File: config.mk
export PLATFORM = sky130hd
export DESIGN_NAME = asc_top
export DESIGN_NICKNAME = d
export VERILOG_FILES = /design/src/asc_pkg.sv /design/src/asc_cfg_if.sv /design/src/asc_rx.sv /design/src/asc_top.sv /design/src/asc_tx.sv
export SDC_FILE = /design/constraint.sdc
export NUM_CORES = 1
export LEC_CHECK = 0
export BUFFER_PORTS_ARGS = -buffer_cell sky130_fd_sc_hd__clkbuf_2
export CORE_ASPECT_RATIO = 0.75
export CORE_MARGIN = 2
export CORE_UTILIZATION = 51
export DETAILED_ROUTE_END_ITERATION = 10
export PLACE_DENSITY = 0.77
export SLEW_MARGIN = 15
export SYNTH_ARGS = -nofsm -noshare
export SYNTH_HDL_FRONTEND = slang
export SYNTH_SLANG_ARGS = --single-unit
File: constraint.sdc
create_clock -name clk -period 6.1 [get_ports clk]
set_input_delay 0 -clock clk [delete_from_list [all_inputs] [get_ports clk]]
set_output_delay 0 -clock clk [all_outputs]
set_load 0.005 [all_outputs]
File: src/asc_pkg.sv
// package for the asynchronous serial channel: register map, field layout, resets
// assumes: one system clock; the partner drives both bit clocks on port pins
package asc_pkg;
  // -----------------------------------------------------------------
  // register addresses
  // -----------------------------------------------------------------
  localparam logic [7:0] SERIAL_RECEIVE_CONTROL_ADDR = 8'h00_EC;
  localparam logic [7:0] SERIAL_DATA_ADDR            = 8'h00_EF;

  // -----------------------------------------------------------------
  // receive control field positions
  // -----------------------------------------------------------------
  localparam int RC_ENABLE_BIT  = 0;
  localparam int RC_CTRL_BIT    = 1;
  localparam int RC_AVAIL_BIT   = 2;
  localparam int RC_OVERRUN_BIT = 3;
  localparam int RC_FRAMING_BIT = 4;
  localparam int RC_PARITY_BIT  = 5;
  localparam int RC_WAKE_BIT    = 6;

  // -----------------------------------------------------------------
  // reset values and counts
  // -----------------------------------------------------------------
  localparam logic [7:0] RC_RESET      = 8'h00_00;
  localparam logic [7:0] DATA_RESET    = 8'h00_FF;
  localparam logic [7:0] CTRL_CHAR_MAX = 8'h00_1F;
  localparam logic [7:0] CTRL_CHAR_DEL = 8'h00_7F;
  localparam int         MIN_CHAR_BITS = 5;
  localparam int         MAX_CHAR_BITS = 8;

  // clock divide selection
  typedef enum logic [1:0] {ASC_DIV1, ASC_DIV16, ASC_DIV32, ASC_DIV64} asc_rate_e;
endpackage : asc_pkg

File: src/asc_cfg_if.sv
// interface carrying the line configuration from the top to both shifters
// assumes: config is static while a character is on the line
`timescale 1ns/1ps
interface asc_cfg_if;
  logic [1:0]        char_len_m5;   // length minus five
  logic              parity_on;
  logic              parity_odd;
  logic              wake_on;
  logic [1:0]        stop_two;      // bit0: two stop bits
  asc_pkg::asc_rate_e rate;
  modport src (output char_len_m5, parity_on, parity_odd, wake_on, stop_two, rate);
  modport dst (input  char_len_m5, parity_on, parity_odd, wake_on, stop_two, rate);
endinterface : asc_cfg_if

File: src/asc_rx.sv
// receive shifter: start qualification, mid-bit sampling, character assembly
// assumes: rxc_rise is a one-cycle pulse, rxd already synchronised
`timescale 1ns/1ps
module asc_rx (
  // clock and reset
  input  wire logic        clk,
  input  wire logic        rst_n,
  // configuration
  asc_cfg_if.dst           cfg,
  input  wire logic        enable,
  // line
  input  wire logic        rxc_rise,
  input  wire logic        rxd,
  // result
  output logic             done,
  output logic [7:0]       char_out,
  output logic             par_err,
  output logic             frm_err,
  output logic             wake_bit
);
  // -----------------------------------------------------------------
  // receive state machine
  // -----------------------------------------------------------------
  typedef enum {ASC_IDLE, ASC_START, ASC_BITS} asc_rx_state_e;
  asc_rx_state_e st, next_st;
  logic [5:0]  cnt, next_cnt;
  logic [3:0]  idx, next_idx;
  logic [10:0] sh, next_sh;
  logic        next_done;
  logic [5:0]  div_max;
  logic [3:0]  nbits;
  logic [3:0]  dlen;
  logic [7:0]  assembled;

  always_comb begin
    unique case (cfg.rate)
      asc_pkg::ASC_DIV1:  div_max = 6'd0;
      asc_pkg::ASC_DIV16: div_max = 6'd15;
      asc_pkg::ASC_DIV32: div_max = 6'd31;
      asc_pkg::ASC_DIV64: div_max = 6'd63;
    endcase
    dlen  = 4'd5 + 4'(cfg.char_len_m5);
    nbits = dlen + 4'(cfg.parity_on) + 4'(cfg.wake_on) + 4'd1; // data, parity, wake, stop
    // unused upper bits read as one, parity kept in the byte when there are fewer than eight data bits
    assembled = 8'h00_FF;
    for (int i = 0; i < 8; i++) begin
      if (i < 32'(dlen) + 32'(cfg.parity_on)) assembled[i] = sh[i];
    end
  end

  // sampling happens on rising receive clock edges only
  always_comb begin
    next_st   = st;
    next_cnt  = cnt;
    next_idx  = idx;
    next_sh   = sh;
    next_done = 1'b0;
    unique case (st)
      ASC_IDLE: begin
        if (enable && !rxd && rxc_rise) begin
          next_st  = (div_max == 6'd0) ? ASC_BITS : ASC_START;
          next_cnt = {1'b0, div_max[5:1]};
          next_idx = 4'd0;
          if (div_max == 6'd0) next_cnt = 6'd0;
        end
      end
      ASC_START: if (rxc_rise) begin
        if (rxd) begin
          next_st = ASC_IDLE;                               // glitch shorter than half a bit
        end else if (cnt == 6'd0) begin
          next_st  = ASC_BITS;
          next_cnt = div_max;
        end else begin
          next_cnt = cnt - 6'd1;
        end
      end
      ASC_BITS: if (rxc_rise) begin
        if (cnt == 6'd0) begin                              // mid-bit sample
          next_sh[idx] = rxd;
          next_idx     = idx + 4'd1;
          next_cnt     = div_max;
          if (idx + 4'd1 == nbits) begin
            next_st   = ASC_IDLE;
            next_done = 1'b1;
          end
        end else begin
          next_cnt = cnt - 6'd1;
        end
      end
    endcase
  end

  always_ff @(posedge clk or negedge rst_n) begin
    if (!rst_n) begin
      st   <= ASC_IDLE;
      cnt  <= 6'd0;
      idx  <= 4'd0;
      sh   <= '0;
      done <= 1'b0;
    end else begin
      st   <= next_st;
      cnt  <= next_cnt;
      idx  <= next_idx;
      sh   <= next_sh;
      done <= next_done;
    end
  end

  // result decode, valid with done
  always_comb begin
    char_out = assembled;
    par_err  = cfg.parity_on
             && ((^(sh[7:0] & (8'h00_FF >> (2'd3 - cfg.char_len_m5)))) ^ cfg.parity_odd) != sh[dlen];
    wake_bit = cfg.wake_on && sh[dlen + 4'(cfg.parity_on)];
    frm_err  = !sh[nbits - 4'd1];
  end
endmodule : asc_rx

File: src/asc_top.sv
// async serial channel: one data address for both directions, one receive control
// register, and transmit/receive shifters driven by partner-supplied bit clocks.
// assumes: register port is a simple synchronous read/write strobe pair on clk
`timescale 1ns/1ps
module asc_top (
  // clock and reset
  input  wire logic       clk,
  input  wire logic       rst_n,
  // register port
  input  wire logic [7:0] reg_addr,
  input  wire logic       reg_wr,
  input  wire logic       reg_rd,
  input  wire logic [7:0] reg_wdata,
  output logic      [7:0] reg_rdata,
  // line configuration (held outside this block)
  input  wire logic [1:0] cfg_char_len_m5,
  input  wire logic       cfg_parity_on,
  input  wire logic       cfg_parity_odd,
  input  wire logic       cfg_wake_on,
  input  wire logic       cfg_two_stop,
  input  wire logic [1:0] cfg_rate,
  input  wire logic       cfg_break,
  input  wire logic [7:0] cfg_wake_match,
  // port pins
  input  wire logic       p2_0_rx_clk,
  input  wire logic       p3_0_rx_data,
  input  wire logic       p2_1_tx_clk,
  output logic            p3_1_tx_data,
  // status
  output logic            tx_busy,
  output logic            rx_wake
);
  // -----------------------------------------------------------------
  // reset release
  // -----------------------------------------------------------------
  logic [1:0] rst_sync;
  logic       srst_n;

  always_ff @(posedge clk or negedge rst_n) begin
    if (!rst_n) rst_sync <= 2'b00;
    else        rst_sync <= {rst_sync[0], 1'b1};
  end
  assign srst_n = rst_sync[1];

  // -----------------------------------------------------------------
  // pin synchronisers: three stages, change counts when 2nd and 3rd agree
  // -----------------------------------------------------------------
  logic [2:0] s_rxc, s_rxd, s_txc;
  logic       rxc_lvl, next_rxc_lvl, rxd_lvl, next_rxd_lvl, txc_lvl, next_txc_lvl;
  logic       rxc_rise, txc_fall;

  always_ff @(posedge clk or negedge srst_n) begin
    if (!srst_n) begin
      s_rxc <= 3'b000;
      s_rxd <= 3'b111;
      s_txc <= 3'b000;
    end else begin
      s_rxc <= {s_rxc[1:0], p2_0_rx_clk};
      s_rxd <= {s_rxd[1:0], p3_0_rx_data};
      s_txc <= {s_txc[1:0], p2_1_tx_clk};
    end
  end

  // filtered levels only move when stages two and three agree
  always_comb begin
    next_rxc_lvl = (s_rxc[1] == s_rxc[2]) ? s_rxc[2] : rxc_lvl;
    next_rxd_lvl = (s_rxd[1] == s_rxd[2]) ? s_rxd[2] : rxd_lvl;
    next_txc_lvl = (s_txc[1] == s_txc[2]) ? s_txc[2] : txc_lvl;
  end

  always_ff @(posedge clk or negedge srst_n) begin
    if (!srst_n) begin
      rxc_lvl <= 1'b0;
      rxd_lvl <= 1'b1;
      txc_lvl <= 1'b0;
    end else begin
      rxc_lvl <= next_rxc_lvl;
      rxd_lvl <= next_rxd_lvl;
      txc_lvl <= next_txc_lvl;
    end
  end

  assign rxc_rise = next_rxc_lvl & ~rxc_lvl;
  assign txc_fall = ~next_txc_lvl & txc_lvl;

  // -----------------------------------------------------------------
  // configuration carrier
  // -----------------------------------------------------------------
  asc_cfg_if cfg ();
  assign cfg.char_len_m5 = cfg_char_len_m5;
  assign cfg.parity_on   = cfg_parity_on;
  assign cfg.parity_odd  = cfg_parity_odd;
  assign cfg.wake_on     = cfg_wake_on;
  assign cfg.stop_two    = {1'b0, cfg_two_stop};
  assign cfg.rate        = asc_pkg::asc_rate_e'(cfg_rate);

  // -----------------------------------------------------------------
  // register decode
  // -----------------------------------------------------------------
  logic wr_data, rd_data, wr_ctrl;
  assign wr_data = reg_wr && reg_addr == asc_pkg::SERIAL_DATA_ADDR;
  assign rd_data = reg_rd && reg_addr == asc_pkg::SERIAL_DATA_ADDR;
  assign wr_ctrl = reg_wr && reg_addr == asc_pkg::SERIAL_RECEIVE_CONTROL_ADDR;

  // -----------------------------------------------------------------
  // transmit holding register: write waits here until the shifter is free
  // -----------------------------------------------------------------
  logic [7:0] tx_hold, next_tx_hold;
  logic       tx_full, next_tx_full;
  logic       tx_load, tx_shift_busy, tx_line;

  assign tx_load = tx_full && !tx_shift_busy;

  always_comb begin
    next_tx_hold = tx_hold;
    next_tx_full = tx_full;
    if (tx_load) next_tx_full = 1'b0;
    if (wr_data) begin                                     // a write while full replaces the byte
      next_tx_hold = reg_wdata;
      next_tx_full = 1'b1;
    end
  end

  always_ff @(posedge clk or negedge srst_n) begin
    if (!srst_n) begin
      tx_hold <= 8'h00_00;
      tx_full <= 1'b0;
    end else begin
      tx_hold <= next_tx_hold;
      tx_full <= next_tx_full;
    end
  end

  asc_tx u_tx (
    .clk      (clk),
    .rst_n    (srst_n),
    .cfg      (cfg.dst),
    .load     (tx_load),
    .data     (tx_hold),
    .brk      (cfg_break),
    .txc_fall (txc_fall),
    .txd      (tx_line),
    .busy     (tx_shift_busy)
  );

  // -----------------------------------------------------------------
  // receive shifter
  // -----------------------------------------------------------------
  logic       rc_enable;
  logic       rx_done, rx_perr, rx_ferr, rx_wbit;
  logic [7:0] rx_char;

  asc_rx u_rx (
    .clk      (clk),
    .rst_n    (srst_n),
    .cfg      (cfg.dst),
    .enable   (rc_enable),
    .rxc_rise (rxc_rise),
    .rxd      (rxd_lvl),
    .done     (rx_done),
    .char_out (rx_char),
    .par_err  (rx_perr),
    .frm_err  (rx_ferr),
    .wake_bit (rx_wbit)
  );

  // -----------------------------------------------------------------
  // receive data register and control/status flags
  // the shifter keeps working while this byte waits to be read
  // -----------------------------------------------------------------
  logic [7:0] rx_data, next_rx_data;
  logic       avail, next_avail;
  logic       f_ctrl, next_f_ctrl;
  logic       f_ovr, next_f_ovr;
  logic       f_frm, next_f_frm;
  logic       f_par, next_f_par;
  logic       f_wake, next_f_wake;
  logic       next_rc_enable;
  logic       is_ctrl, wake_hit;

  assign is_ctrl  = (rx_char <= asc_pkg::CTRL_CHAR_MAX) || (rx_char == asc_pkg::CTRL_CHAR_DEL);
  // wake-up: a character with the wake bit set, or matching the programmed value
  assign wake_hit = cfg_wake_on && (rx_wbit || rx_char == cfg_wake_match);

  // software clears sticky flags by writing one; a same-cycle event wins
  always_comb begin
    next_rx_data   = rx_data;
    next_avail     = avail;
    next_f_ctrl    = f_ctrl;
    next_f_ovr     = f_ovr;
    next_f_frm     = f_frm;
    next_f_par     = f_par;
    next_f_wake    = f_wake;
    next_rc_enable = rc_enable;
    if (wr_ctrl) begin
      next_rc_enable = reg_wdata[asc_pkg::RC_ENABLE_BIT];
      if (reg_wdata[asc_pkg::RC_CTRL_BIT])    next_f_ctrl = 1'b0;
      if (reg_wdata[asc_pkg::RC_OVERRUN_BIT]) next_f_ovr  = 1'b0;
      if (reg_wdata[asc_pkg::RC_FRAMING_BIT]) next_f_frm  = 1'b0;
      if (reg_wdata[asc_pkg::RC_PARITY_BIT])  next_f_par  = 1'b0;
      if (reg_wdata[asc_pkg::RC_WAKE_BIT])    next_f_wake = 1'b0;
    end
    if (rd_data) next_avail = 1'b0;
    if (rx_done) begin
      next_rx_data = rx_char;
      next_avail   = 1'b1;
      next_f_ctrl  = is_ctrl;
      if (avail && !rd_data) next_f_ovr  = 1'b1;
      if (rx_ferr)           next_f_frm  = 1'b1;
      if (rx_perr)           next_f_par  = 1'b1;
      if (wake_hit)          next_f_wake = 1'b1;
    end
  end

  always_ff @(posedge clk or negedge srst_n) begin
    if (!srst_n) begin
      rx_data   <= asc_pkg::DATA_RESET;
      avail     <= 1'b0;
      f_ctrl    <= 1'b0;
      f_ovr     <= 1'b0;
      f_frm     <= 1'b0;
      f_par     <= 1'b0;
      f_wake    <= 1'b0;
      rc_enable <= 1'b0;
    end else begin
      rx_data   <= next_rx_data;
      avail     <= next_avail;
      f_ctrl    <= next_f_ctrl;
      f_ovr     <= next_f_ovr;
      f_frm     <= next_f_frm;
      f_par     <= next_f_par;
      f_wake    <= next_f_wake;
      rc_enable <= next_rc_enable;
    end
  end

  // -----------------------------------------------------------------
  // read data and registered outputs
  // -----------------------------------------------------------------
  logic [7:0] rc_view, next_rdata;

  always_comb begin
    rc_view = 8'h00_00;
    rc_view[asc_pkg::RC_ENABLE_BIT]  = rc_enable;
    rc_view[asc_pkg::RC_CTRL_BIT]    = f_ctrl;
    rc_view[asc_pkg::RC_AVAIL_BIT]   = avail;
    rc_view[asc_pkg::RC_OVERRUN_BIT] = f_ovr;
    rc_view[asc_pkg::RC_FRAMING_BIT] = f_frm;
    rc_view[asc_pkg::RC_PARITY_BIT]  = f_par;
    rc_view[asc_pkg::RC_WAKE_BIT]    = f_wake;
    next_rdata = reg_rdata;
    if (rd_data) next_rdata = rx_data;
    else if (reg_rd && reg_addr == asc_pkg::SERIAL_RECEIVE_CONTROL_ADDR) next_rdata = rc_view;
    else if (reg_rd) next_rdata = 8'h00_00;
  end

  always_ff @(posedge clk or negedge srst_n) begin
    if (!srst_n) begin
      reg_rdata    <= 8'h00_00;
      p3_1_tx_data <= 1'b1;
      tx_busy      <= 1'b0;
      rx_wake      <= 1'b0;
    end else begin
      reg_rdata    <= next_rdata;
      p3_1_tx_data <= tx_line;
      tx_busy      <= tx_full | tx_shift_busy;
      rx_wake      <= f_wake;
    end
  end
endmodule : asc_top

File: src/asc_tx.sv
// transmit shifter: frames a held byte and shifts on falling transmit clock edges
// assumes: txc_fall is a one-cycle pulse from synchronised pin logic
`timescale 1ns/1ps
module asc_tx (
  // clock and reset
  input  wire logic        clk,
  input  wire logic        rst_n,
  // configuration
  asc_cfg_if.dst           cfg,
  // request
  input  wire logic        load,
  input  wire logic [7:0]  data,
  input  wire logic        brk,
  input  wire logic        txc_fall,
  // line and status
  output logic             txd,
  output logic             busy
);
  // -----------------------------------------------------------------
  // frame shifter
  // -----------------------------------------------------------------
  logic [12:0] shreg, next_shreg;
  logic [3:0]  left, next_left;
  logic [5:0]  pre, next_pre;
  logic        next_txd;
  logic [5:0]  div_max;
  logic [7:0]  masked;
  logic        par;
  logic [3:0]  nbits;

  // divider top, parity and frame length
  always_comb begin
    unique case (cfg.rate)
      asc_pkg::ASC_DIV1:  div_max = 6'd0;
      asc_pkg::ASC_DIV16: div_max = 6'd15;
      asc_pkg::ASC_DIV32: div_max = 6'd31;
      asc_pkg::ASC_DIV64: div_max = 6'd63;
    endcase
    masked = data & (8'h00_FF >> (2'd3 - cfg.char_len_m5));
    par    = ^masked ^ cfg.parity_odd;
    nbits  = 4'd1 + 4'(cfg.char_len_m5) + 4'd5 + 4'(cfg.parity_on) + 4'(cfg.wake_on)
           + 4'd1 + 4'(cfg.stop_two[0]);
  end

  // load builds the frame lsb first: start, data, parity, wake, stops
  always_comb begin
    next_shreg = shreg;
    next_left  = left;
    next_pre   = pre;
    next_txd   = txd;
    if (load && left == 4'd0) begin
      next_shreg = '1;
      next_shreg[0] = 1'b0;
      for (int i = 0; i < 8; i++) begin
        if (i < 32'(cfg.char_len_m5) + 5) next_shreg[i+1] = masked[i];
      end
      if (cfg.parity_on) next_shreg[4'd6 + 4'(cfg.char_len_m5)] = par;
      if (cfg.wake_on)
        next_shreg[4'd6 + 4'(cfg.char_len_m5) + 4'(cfg.parity_on)] = 1'b1;
      next_left = nbits;
      next_pre  = 6'd0;
    end else if (txc_fall) begin
      if (left != 4'd0) begin
        if (pre == 6'd0) begin
          next_txd   = shreg[0];
          next_shreg = {1'b1, shreg[12:1]};
          next_left  = left - 4'd1;
          next_pre   = div_max;
        end else begin
          next_pre = pre - 6'd1;
        end
      end else begin
        next_txd = 1'b1;
      end
      if (brk) next_txd = 1'b0;
    end
  end

  always_ff @(posedge clk or negedge rst_n) begin
    if (!rst_n) begin
      shreg <= '1;
      left  <= 4'd0;
      pre   <= 6'd0;
      txd   <= 1'b1;
    end else begin
      shreg <= next_shreg;
      left  <= next_left;
      pre   <= next_pre;
      txd   <= next_txd;
    end
  end

  assign busy = (left != 4'd0);
endmodule : asc_tx
# Word level (Yosys, flattened, before mapping)
# Index checks and enable logic that the tools add are counted.
# Widths: inputs -> output; s select.
# word_totals
regBits,127
word_cells,265
input_bits,40
out_inout_bits,11
# classes
magnitude_cmp,26
bitwise,11
n_eq_ne,22
n_mux,109
addsub,20
n_reduce_logical,46
n_shift,1
# op_table
operator,n
$lt 3x32->1 const A,8
$mux 32,7
$lt 1x32->1 const A,4
$lt 2x32->1 const A,4
$pmux 32 s3,1
$mux 13,7
$mux 1,62
$mux 6,9
$eq 32x1->1 const B,1
$eq 32x2->1 const B,1
$logic_not 32->1,1
$lt 4x5->1 const B,6
$mux 4,7
$add 4x1->4,6
$mux 8,3
$pmux 6 s4,1
$logic_not 6->1,3
$pmux 6 s3,1
$and 8x8->8,2
$eq 8x8->1 const B,2
$reduce_bool 2->1,8
$reduce_xor 8->1,2
$logic_and 1x1->1,15
$bwmux 13,1
other kinds (43),73

# Logic depth before layout (Yosys ltp)
# Gate-level depths: netlist of run 1.
# depth
ltp_word,11
ltp_mapped,12
depth_no_buf,12

# Hierarchy
# Synthesis of run 1 repeated with hierarchy kept, for this count alone.
# unflattened
hier_cells,534
area_unflattened_um2,5695.5
# by_module_without_submodules
module,instances,cells_each,seq_area_each_um2,area_per_inst_um2
asc_rx,1,212,600.6,2045.7
asc_top,1,140,1242.4,1966.9
asc_tx,1,182,591.8,1682.9

# Worst setup path before layout of run 1
# Ideal clock, no wire load.
# synth_path
kind,in2reg
startpoint,in cfg_char_len_m5[0]
endpoint,reg f_frm
path_buffers,0
path_stages,11
setup_ps,126
t_arrival_ps,2708
required_ps,5974
setup_slack_ps,3267
cell_sequence,inv_1 > ha_1 > xnor2_1 > inv_1 > ha_1 > inv_1 > ha_1 > xnor2_1 > mux4_2 > and3_1 > a221o_1
# synth_via
elab_chain_cells,9
# synth_rtl
element,line_no,source
"start, declared",asc_top.sv:16,"input wire logic [1:0] cfg_char_len_m5,"
$add 3x2->4,asc_rx.sv:42,dlen = 4'd5 + 4'(cfg.char_len_m5);
$add 4x1->4 (3 in series),asc_rx.sv:43,nbits = dlen + 4'(cfg.parity_on) + 4'(cfg.wake_on) + 4'd1;
$sub 4x1->4,asc_rx.sv:115,frm_err = !sh[nbits - 4'd1];
$bmux 1 s4,asc_rx.sv:115,
$mux 1 (not written as such),asc_rx.sv:115,
$mux 1,asc_top.sv:209,if (rx_ferr) next_f_frm = 1'b1;
$mux 1,asc_top.sv:204,if (rx_done) begin
via next_f_frm,asc_top.sv:175,"logic f_frm, next_f_frm;"
"end signal, assigned",asc_top.sv:230,f_frm <= next_f_frm;
"end, declared",asc_top.sv:175,
# The timed path passes the listed nets, and every way through them passes these cells. The select of a mux whose other input is x is not followed.
# A chain may end at the register's enable or synchronous reset.

# Worst setup path after layout of run 1
# Same ends and word-level chain as after synthesis.

==> flow_summary.ini, run 1 <==
[timing]
relSlewSlack_pct = 35.2
fmax_ghz = 0.298
hold_viol = 0
layout_setup_ws_ns = 2.75
min_period_ns = 3.35
fin_skew_ns = 0.00463
drv_slew = 0
setup-tns-final_ns = 0
rsz0062_at_grt = no
setup-violations-final = 0
worstMarginPinSlew_ns = 0.970
fin_crit_sh_pct = 55.0

[grt]
grt_pass1_vias = 4542
grt_pass1_wl_mm = 22.3
antenna_found_initial = 0
grtUsageTotal_pct = 23.0
grt_max_degree = 54
grt_overflow_total = 0

[clocking]
cts_max_path_buffers = 2
path_clk_slew_ns = 0.06
root_buffer = clkbuf_16
post_cts_buffers = 0
clock_latency_ns = 0.35
cts_tree = built
cts_sinks = 96
cts-htree-levels = 3
cts_buffers = 9

[synthesis]
yosysTopAreaCell = dfrtp_1
synth_seq_cells = 96
syn_area_um2 = 5780
seq_area_frac_synth_pct = 42.1
synth.distinct_cells = 66
synthCells = 604
ys_top_cells_by_area = dfrtp_1, dfstp_2, ha_1, mux2_2, nand2_1
syn_area_per_cell_um2 = 9.57
async_flop_share_pct = 100
synth_flop_cell = dfrtp_1
syn_nets = 676
synth_edf_count = 0
yosys_warnings = 0
synth_top_area_share_pct = 30.3

[finish]
final_common_cell = nand2_1
final_cell_mix = nand2_1, dfrtp_1, clkbuf_2, nor2_1, o21ai_0
fin_util_pct = 59.6
nNetsFinal = 727
area_delta_synth_final_pct = 13.3
drive_gt1_share_pct = 19.5
diodes = 0

[placement]
place.gp.congestion = 0.885
place_ws_ns = 2.41
place_hpwl_mm = 9.68
io_buffers = 50

[route]
wl_mm = 13.2
vias = 4643
drcViolationCount = 0
routed_via_density = 5.80
drtPass1Iterations = 5
routedWlPerCell_um = 16.6
drt_iter0_markers = 380
postRouteAntennaNets = 0

[worst_setup_path]
crit_path_max_fanout = 14
reg2reg_from = u_rx.cnt[0]$_DFFE_PN0P_
arrival_ns = 3.58
crit_path_end_kind = register
critPathKind = primary input to register
reg2reg_setup_slack_ns = 3.58
r2r_cells = 8
reg2reg_to = u_rx.sh[4]$_DFFE_PN0P_
startpoint_type = primary input
worstPathRequired_ns = 6.33

[floorplanning]
core-area_um2 = 11000
dieArea_um2 = 12200
die_x_um = 127
die_h_um = 96.2
fp-row-count = 33
design.portCount = 51
start_util_pct = 52.6

[power]
pwr-share-clk_pct = 26.1
power.share.switching_pct = 33.2
p_sw_w = 0.000714
power.leakage_nw = 2.92
p_per_area_nw_per_um2 = 328
vdd_ir_drop_max_mv = 0.171
p_int_w = 0.00144
pwr-share-seq_pct = 42.4
p_comb_share_pct = 31.6

[worst_hold_path]
min-delay-start = cfg_wake_match[6]
hold_depth = 3
hold_path_class = primary input to register
holdPathEnd = f_wake$_DFF_PN0_

[status]
status = finished clean

[job]
cap_violations = 0
[how the worst max path moves through the flow]
stage                           from           endpoint  slack (ns)  cells after the start
2_1_floorplan  rst_sync[1]$_DFF_PN0_  avail$_DFFE_PN0P_        3.27                      0
3_3_place_gp      cfg_char_len_m5[0]    f_frm$_DFF_PN0_        2.60                     12
3_5_place_dp      cfg_char_len_m5[0]    f_frm$_DFF_PN0_        2.41                     12
4_1_cts           cfg_char_len_m5[0]    f_frm$_DFF_PN0_        2.76                     12
5_1_grt           cfg_char_len_m5[0]    f_frm$_DFF_PN0_        2.50                     12
6_report          cfg_char_len_m5[0]    f_frm$_DFF_PN0_        2.75                     12
[synthesized netlist by cell type (3+ instances only)]
| cell type | count |
|---|---|
| nand2_1 | 75 |
| xor2_1 | 6 |
| maj3_1 | 3 |
| o21ai_0 | 35 |
| and3b_1 | 3 |
| mux2i_1 | 18 |
| and3_1 | 6 |
| dfstp_2 | 26 |
| a21oi_1 | 32 |
| nor3b_1 | 6 |
| a31oi_1 | 19 |
| xnor2_1 | 32 |
| nand3_1 | 22 |
| mux2_2 | 29 |
| a22oi_1 | 9 |
| or3_1 | 5 |
| ha_1 | 30 |
| nand2b_1 | 7 |
| nor2_1 | 37 |
| a211oi_1 | 4 |
| buf_2 | 3 |
| nor3_1 | 12 |
| nor2b_1 | 4 |
| nand4_1 | 3 |
| clkbuf_1 | 20 |
| dfrtp_1 | 70 |
| inv_1 | 34 |
[critical path, stage by stage]
cell and delay [ns]:
clkbuf_2 0.24, inv_1 0.19, ha_1 0.54, xnor2_1 0.58
inv_1 0.10, ha_1 0.35, inv_1 0.07, ha_1 0.20
xnor2_1 0.29, mux4_2 0.54, and3_1 0.20, a221o_1 0.26
[kinds of logic after synthesis]
group / after synthesis / synth area share (%)
multiplexers: 49 / 9.55
XOR/XNOR: 40 / 6.43
flip-flops: 96 / 42.1
adder cells (fa/ha/maj): 35 / 7.71
AND/OR/NAND/NOR: 194 / 16.1
AO/OA/AOI/OAI: 129 / 14.0
other: 1 / 0.0649
buffers and inverters: 60 / 4.03
[state kept, by name, indices dropped and copies added (netlist names), 2 cells and up]
register / cells
u_tx.shreg: 12
u_tx.pre: 6
rst_sync: 2
u_rx.idx: 4
s_rxd: 3
rx_data: 8
s_rxc: 3
u_rx.sh: 11
u_rx.st: 2
reg_rdata: 8
u_tx.left: 4
u_rx.cnt: 6
s_txc: 3
tx_hold: 8
[stage by stage]
stage	hold slack (ns)	total power [W]	cells	instance area, um^2
floorplan	-0.296	0.00142	604	5780
global placement	-0.214	0.00155	770	6120
detailed placement	-0.212	0.00158	770	6120
CTS	0.0236	0.00216	800	6550
global route	0.0372	0.00230	800	6550
finish	0.0236	0.00215	800	6550
[repair_timing]
action                    4_1_cts  5_1_grt
hold endpoints to repair       18        0
hold buffers                   14        0
gates resized for setup         0        0
[per-layer routing]
layer,routed length [um],up-vias,track usage [%],share of wire [%]
li1,-,2227,-,-
met1,6180,2255,31.5,47
met2,6090,138,37.3,46
met3,775,23,5.11,5.9
met4,201,0,5.86,1.5
met5,0,-,0,0
[power groups by stage]
stage | registers (W) | logic (W) | clock network, W
2_1_floorplan | 0.000890 | 0.000531 | 0
3_3_place_gp | 0.000909 | 0.000637 | 0
3_5_place_dp | 0.000918 | 0.000666 | 0
4_1_cts | 0.000909 | 0.000678 | 0.000570
5_1_grt | 0.000929 | 0.000769 | 0.000600
6_report | 0.000911 | 0.000679 | 0.000560
[final cells by class]
| class | instances | area, um^2 |
|---|---|---|
| repair buffers | 66 | 405 |
| clock inverters | 3 | 41.3 |
| multi-input cells | 448 | 3110 |
| well taps | 140 | 175 |
| clock buffers | 13 | 250 |
| fillers | 935 | 4430 |
| inverters | 34 | 128 |
| flip-flops and latches | 96 | 2440 |
Power figures use the tool's default switching activity.
==> run 2: changes to the inputs <==
- ABC_AREA: not set -> 1
- clock period: 6.1 -> 3.13 ns (I/O delays scaled with it)
==> flow_summary.ini, run 2 <==
[status]
status = finished clean

[floorplanning]
fp-row-count = 34
design.portCount = 51
start_util_pct = 51.8
core-area_um2 = 11500
die_h_um = 97.5
die_x_um = 129
dieArea_um2 = 12600

[timing]
worstMarginPinSlew_ns = 0.826
fin_hold_ws_ns = 0.0112
hold_viol = 0
drv_slew = 0
setup-violations-final = 0
min_period_ns = 2.45
relSlewSlack_pct = 44.9
fmax_ghz = 0.409
fin_skew_ns = 0.00761
setup-tns-final_ns = 0
rsz0062_at_grt = no
fin_crit_sh_pct = 78.2

[grt]
antenna_found_initial = 0
grt_pass1_vias = 4839
grt_pass1_wl_mm = 23.5
grt_overflow_total = 0
grt_max_degree = 68
grtUsageTotal_pct = 23.4

[power]
p_per_area_nw_per_um2 = 585
pwr-share-clk_pct = 27.5
pwr-share-seq_pct = 41.2
p_sw_w = 0.00142
p_int_w = 0.00254
vdd_ir_drop_max_mv = 0.308
power.leakage_nw = 3.35
p_comb_share_pct = 31.3
power.share.switching_pct = 35.8

[synthesis]
synth_top_area_share_pct = 29.4
ys_top_cells_by_area = dfrtp_1, nand2_1, dfstp_2, o21ai_0, inv_1
seq_area_frac_synth_pct = 40.9
syn_area_um2 = 5950
synth_most_common_cell = nand2_1
syn_area_per_cell_um2 = 7.75
synth_edf_count = 0
synth_flop_cell = dfrtp_1
async_flop_share_pct = 100
synth_commonest_cells = nand2_1, inv_1, o21ai_0
yosysTopAreaCell = dfrtp_1
synth_seq_cells = 96
synthCells = 768
syn_nets = 840
yosys_warnings = 0
synth.distinct_cells = 52

[finish]
fin_util_pct = 59.0
drive_gt1_share_pct = 15.4
nNetsFinal = 903
diodes = 0
fill_cells = 1015
area_delta_synth_final_pct = 13.9
final_common_cell = nand2_1
final_cell_mix = nand2_1, inv_1, o21ai_0, dfrtp_1, nand3_1
top_regs = u_tx.shreg (12), u_rx.sh (11)
largest_reg_flops = 12
regMostFlops = u_tx.shreg

[worst_setup_path]
crit_path_top_delay_cell = ha_1
critPathKind = primary input to register
cp-startpoint = cfg_char_len_m5[0]
slowest_delay_ns = 0.52
reg2reg_setup_slack_ns = 0.89
crit_chain = clkbuf_2, inv_1, ha_1, nand2_1, nand2_4, inv_1, ha_1, inv_1, ha_1, a21oi_1, o21ai_0, o21ai_0, nand3_1, nand3_1, nand3_1, nand2_1
worstPathRequired_ns = 3.41
reg2reg_from = u_tx.left[0]$_DFFE_PN0P_
arrival_ns = 2.73
crit_path_end_kind = register
startpoint_type = primary input
crit_path_max_fanout = 11

[route]
vias = 5296
drt_iter0_markers = 588
routedWlPerCell_um = 14.3
wl_mm = 14.0
drcViolationCount = 0
postRouteAntennaNets = 0
wirelength_met1_mm = 6.65
routed_via_density = 5.40
met2_length_mm = 5.92
met3_length_mm = 1.32
top_layer = met4
drtPass1Iterations = 6

[clocking]
ctsResizeCount = 0
clock_latency_ns = 0.35
postCtsHoldBufs = 15
path_clk_slew_ns = 0.07
cts_buffers = 9
root_buffer = clkbuf_16
cts_sinks = 96
cts_tree = built
cts_max_path_buffers = 2
post_cts_buffers = 0
cts-htree-levels = 3

[placement]
place.gp.congestion = 0.938
place_hpwl_mm = 10.4
io_buffers = 50

[worst_hold_path]
hold_path_class = primary input to register
min-delay-start = cfg_rate[1]

[job]
cap_violations = 0
run 2: cell type report:
cell class	instances	area [um^2]	area share, %
Multi-Input combinational cell	545	3020	44.6
Sequential cell	96	2440	36.0
Tap cell	144	180	2.66
Clock buffer	12	256	3.79
Clock inverter	4	36.3	0.536
Inverter	110	413	6.10
Timing Repair Buffer	69	430	6.35
run 2: layer usage:
metal	global-route usage (%)	vias up
met5	0	-
met4	4.85	0
met3	5.18	18
met2	34.5	231
met1	35.5	2422
li1	-	2625
run 2: power groups by stage:
| stage | combinational, W | clock [W] | sequential, W |
|---|---|---|---|
| final | 0.00124 | 0.00109 | 0.00163 |
| after detailed placement | 0.00120 | 0 | 0.00165 |
| after floorplan | 0.000941 | 0 | 0.00162 |
| after global placement | 0.00117 | 0 | 0.00165 |
| after global routing | 0.00141 | 0.00116 | 0.00166 |
| after CTS | 0.00122 | 0.00111 | 0.00163 |
run 2: cells by family after synthesis:
family,share of synthesized area [%]
xor+xnor,3.11
other cells,0.0630
compound gates,14.9
simple gates,25.2
fa+ha+maj,7.49
flops,40.9
buf+inv,8.33
run 2: final timing paths:
path                                                   end  depth (start not counted)
worst max-delay path                       f_frm$_DFF_PN0_                         16
worst min-delay path               u_tx.pre[4]$_DFFE_PN0P_                          3
worst max register to register    u_tx.left[2]$_DFFE_PN0P_                         10
worst min register to register          s_txc[1]$_DFF_PN0_                          0
max in group asynchronous       u_tx.shreg[11]$_DFFE_PN1P_                          1
min in group asynchronous              tx_full$_DFFE_PN0P_                          0
run 2: critical path, delay by kind of cell:
family / cells / cell delay (ns)
adder cells (fa/ha/maj): 3 / 1.19
AND/OR/NAND/NOR: 6 / 0.64
AO/OA/AOI/OAI: 3 / 0.30
buffers and inverters: 4 / 0.59
run 2: per-stage QoR:
step	area [um^2]	setup WS, ns	instances	power [W]
after floorplan	5950	0.303	768	0.00256
after global placement	6330	0.458	949	0.00282
after detailed placement	6330	0.381	949	0.00285
after CTS	6770	0.715	980	0.00396
after global routing	6770	0.412	980	0.00423
final	6770	0.683	980	0.00396
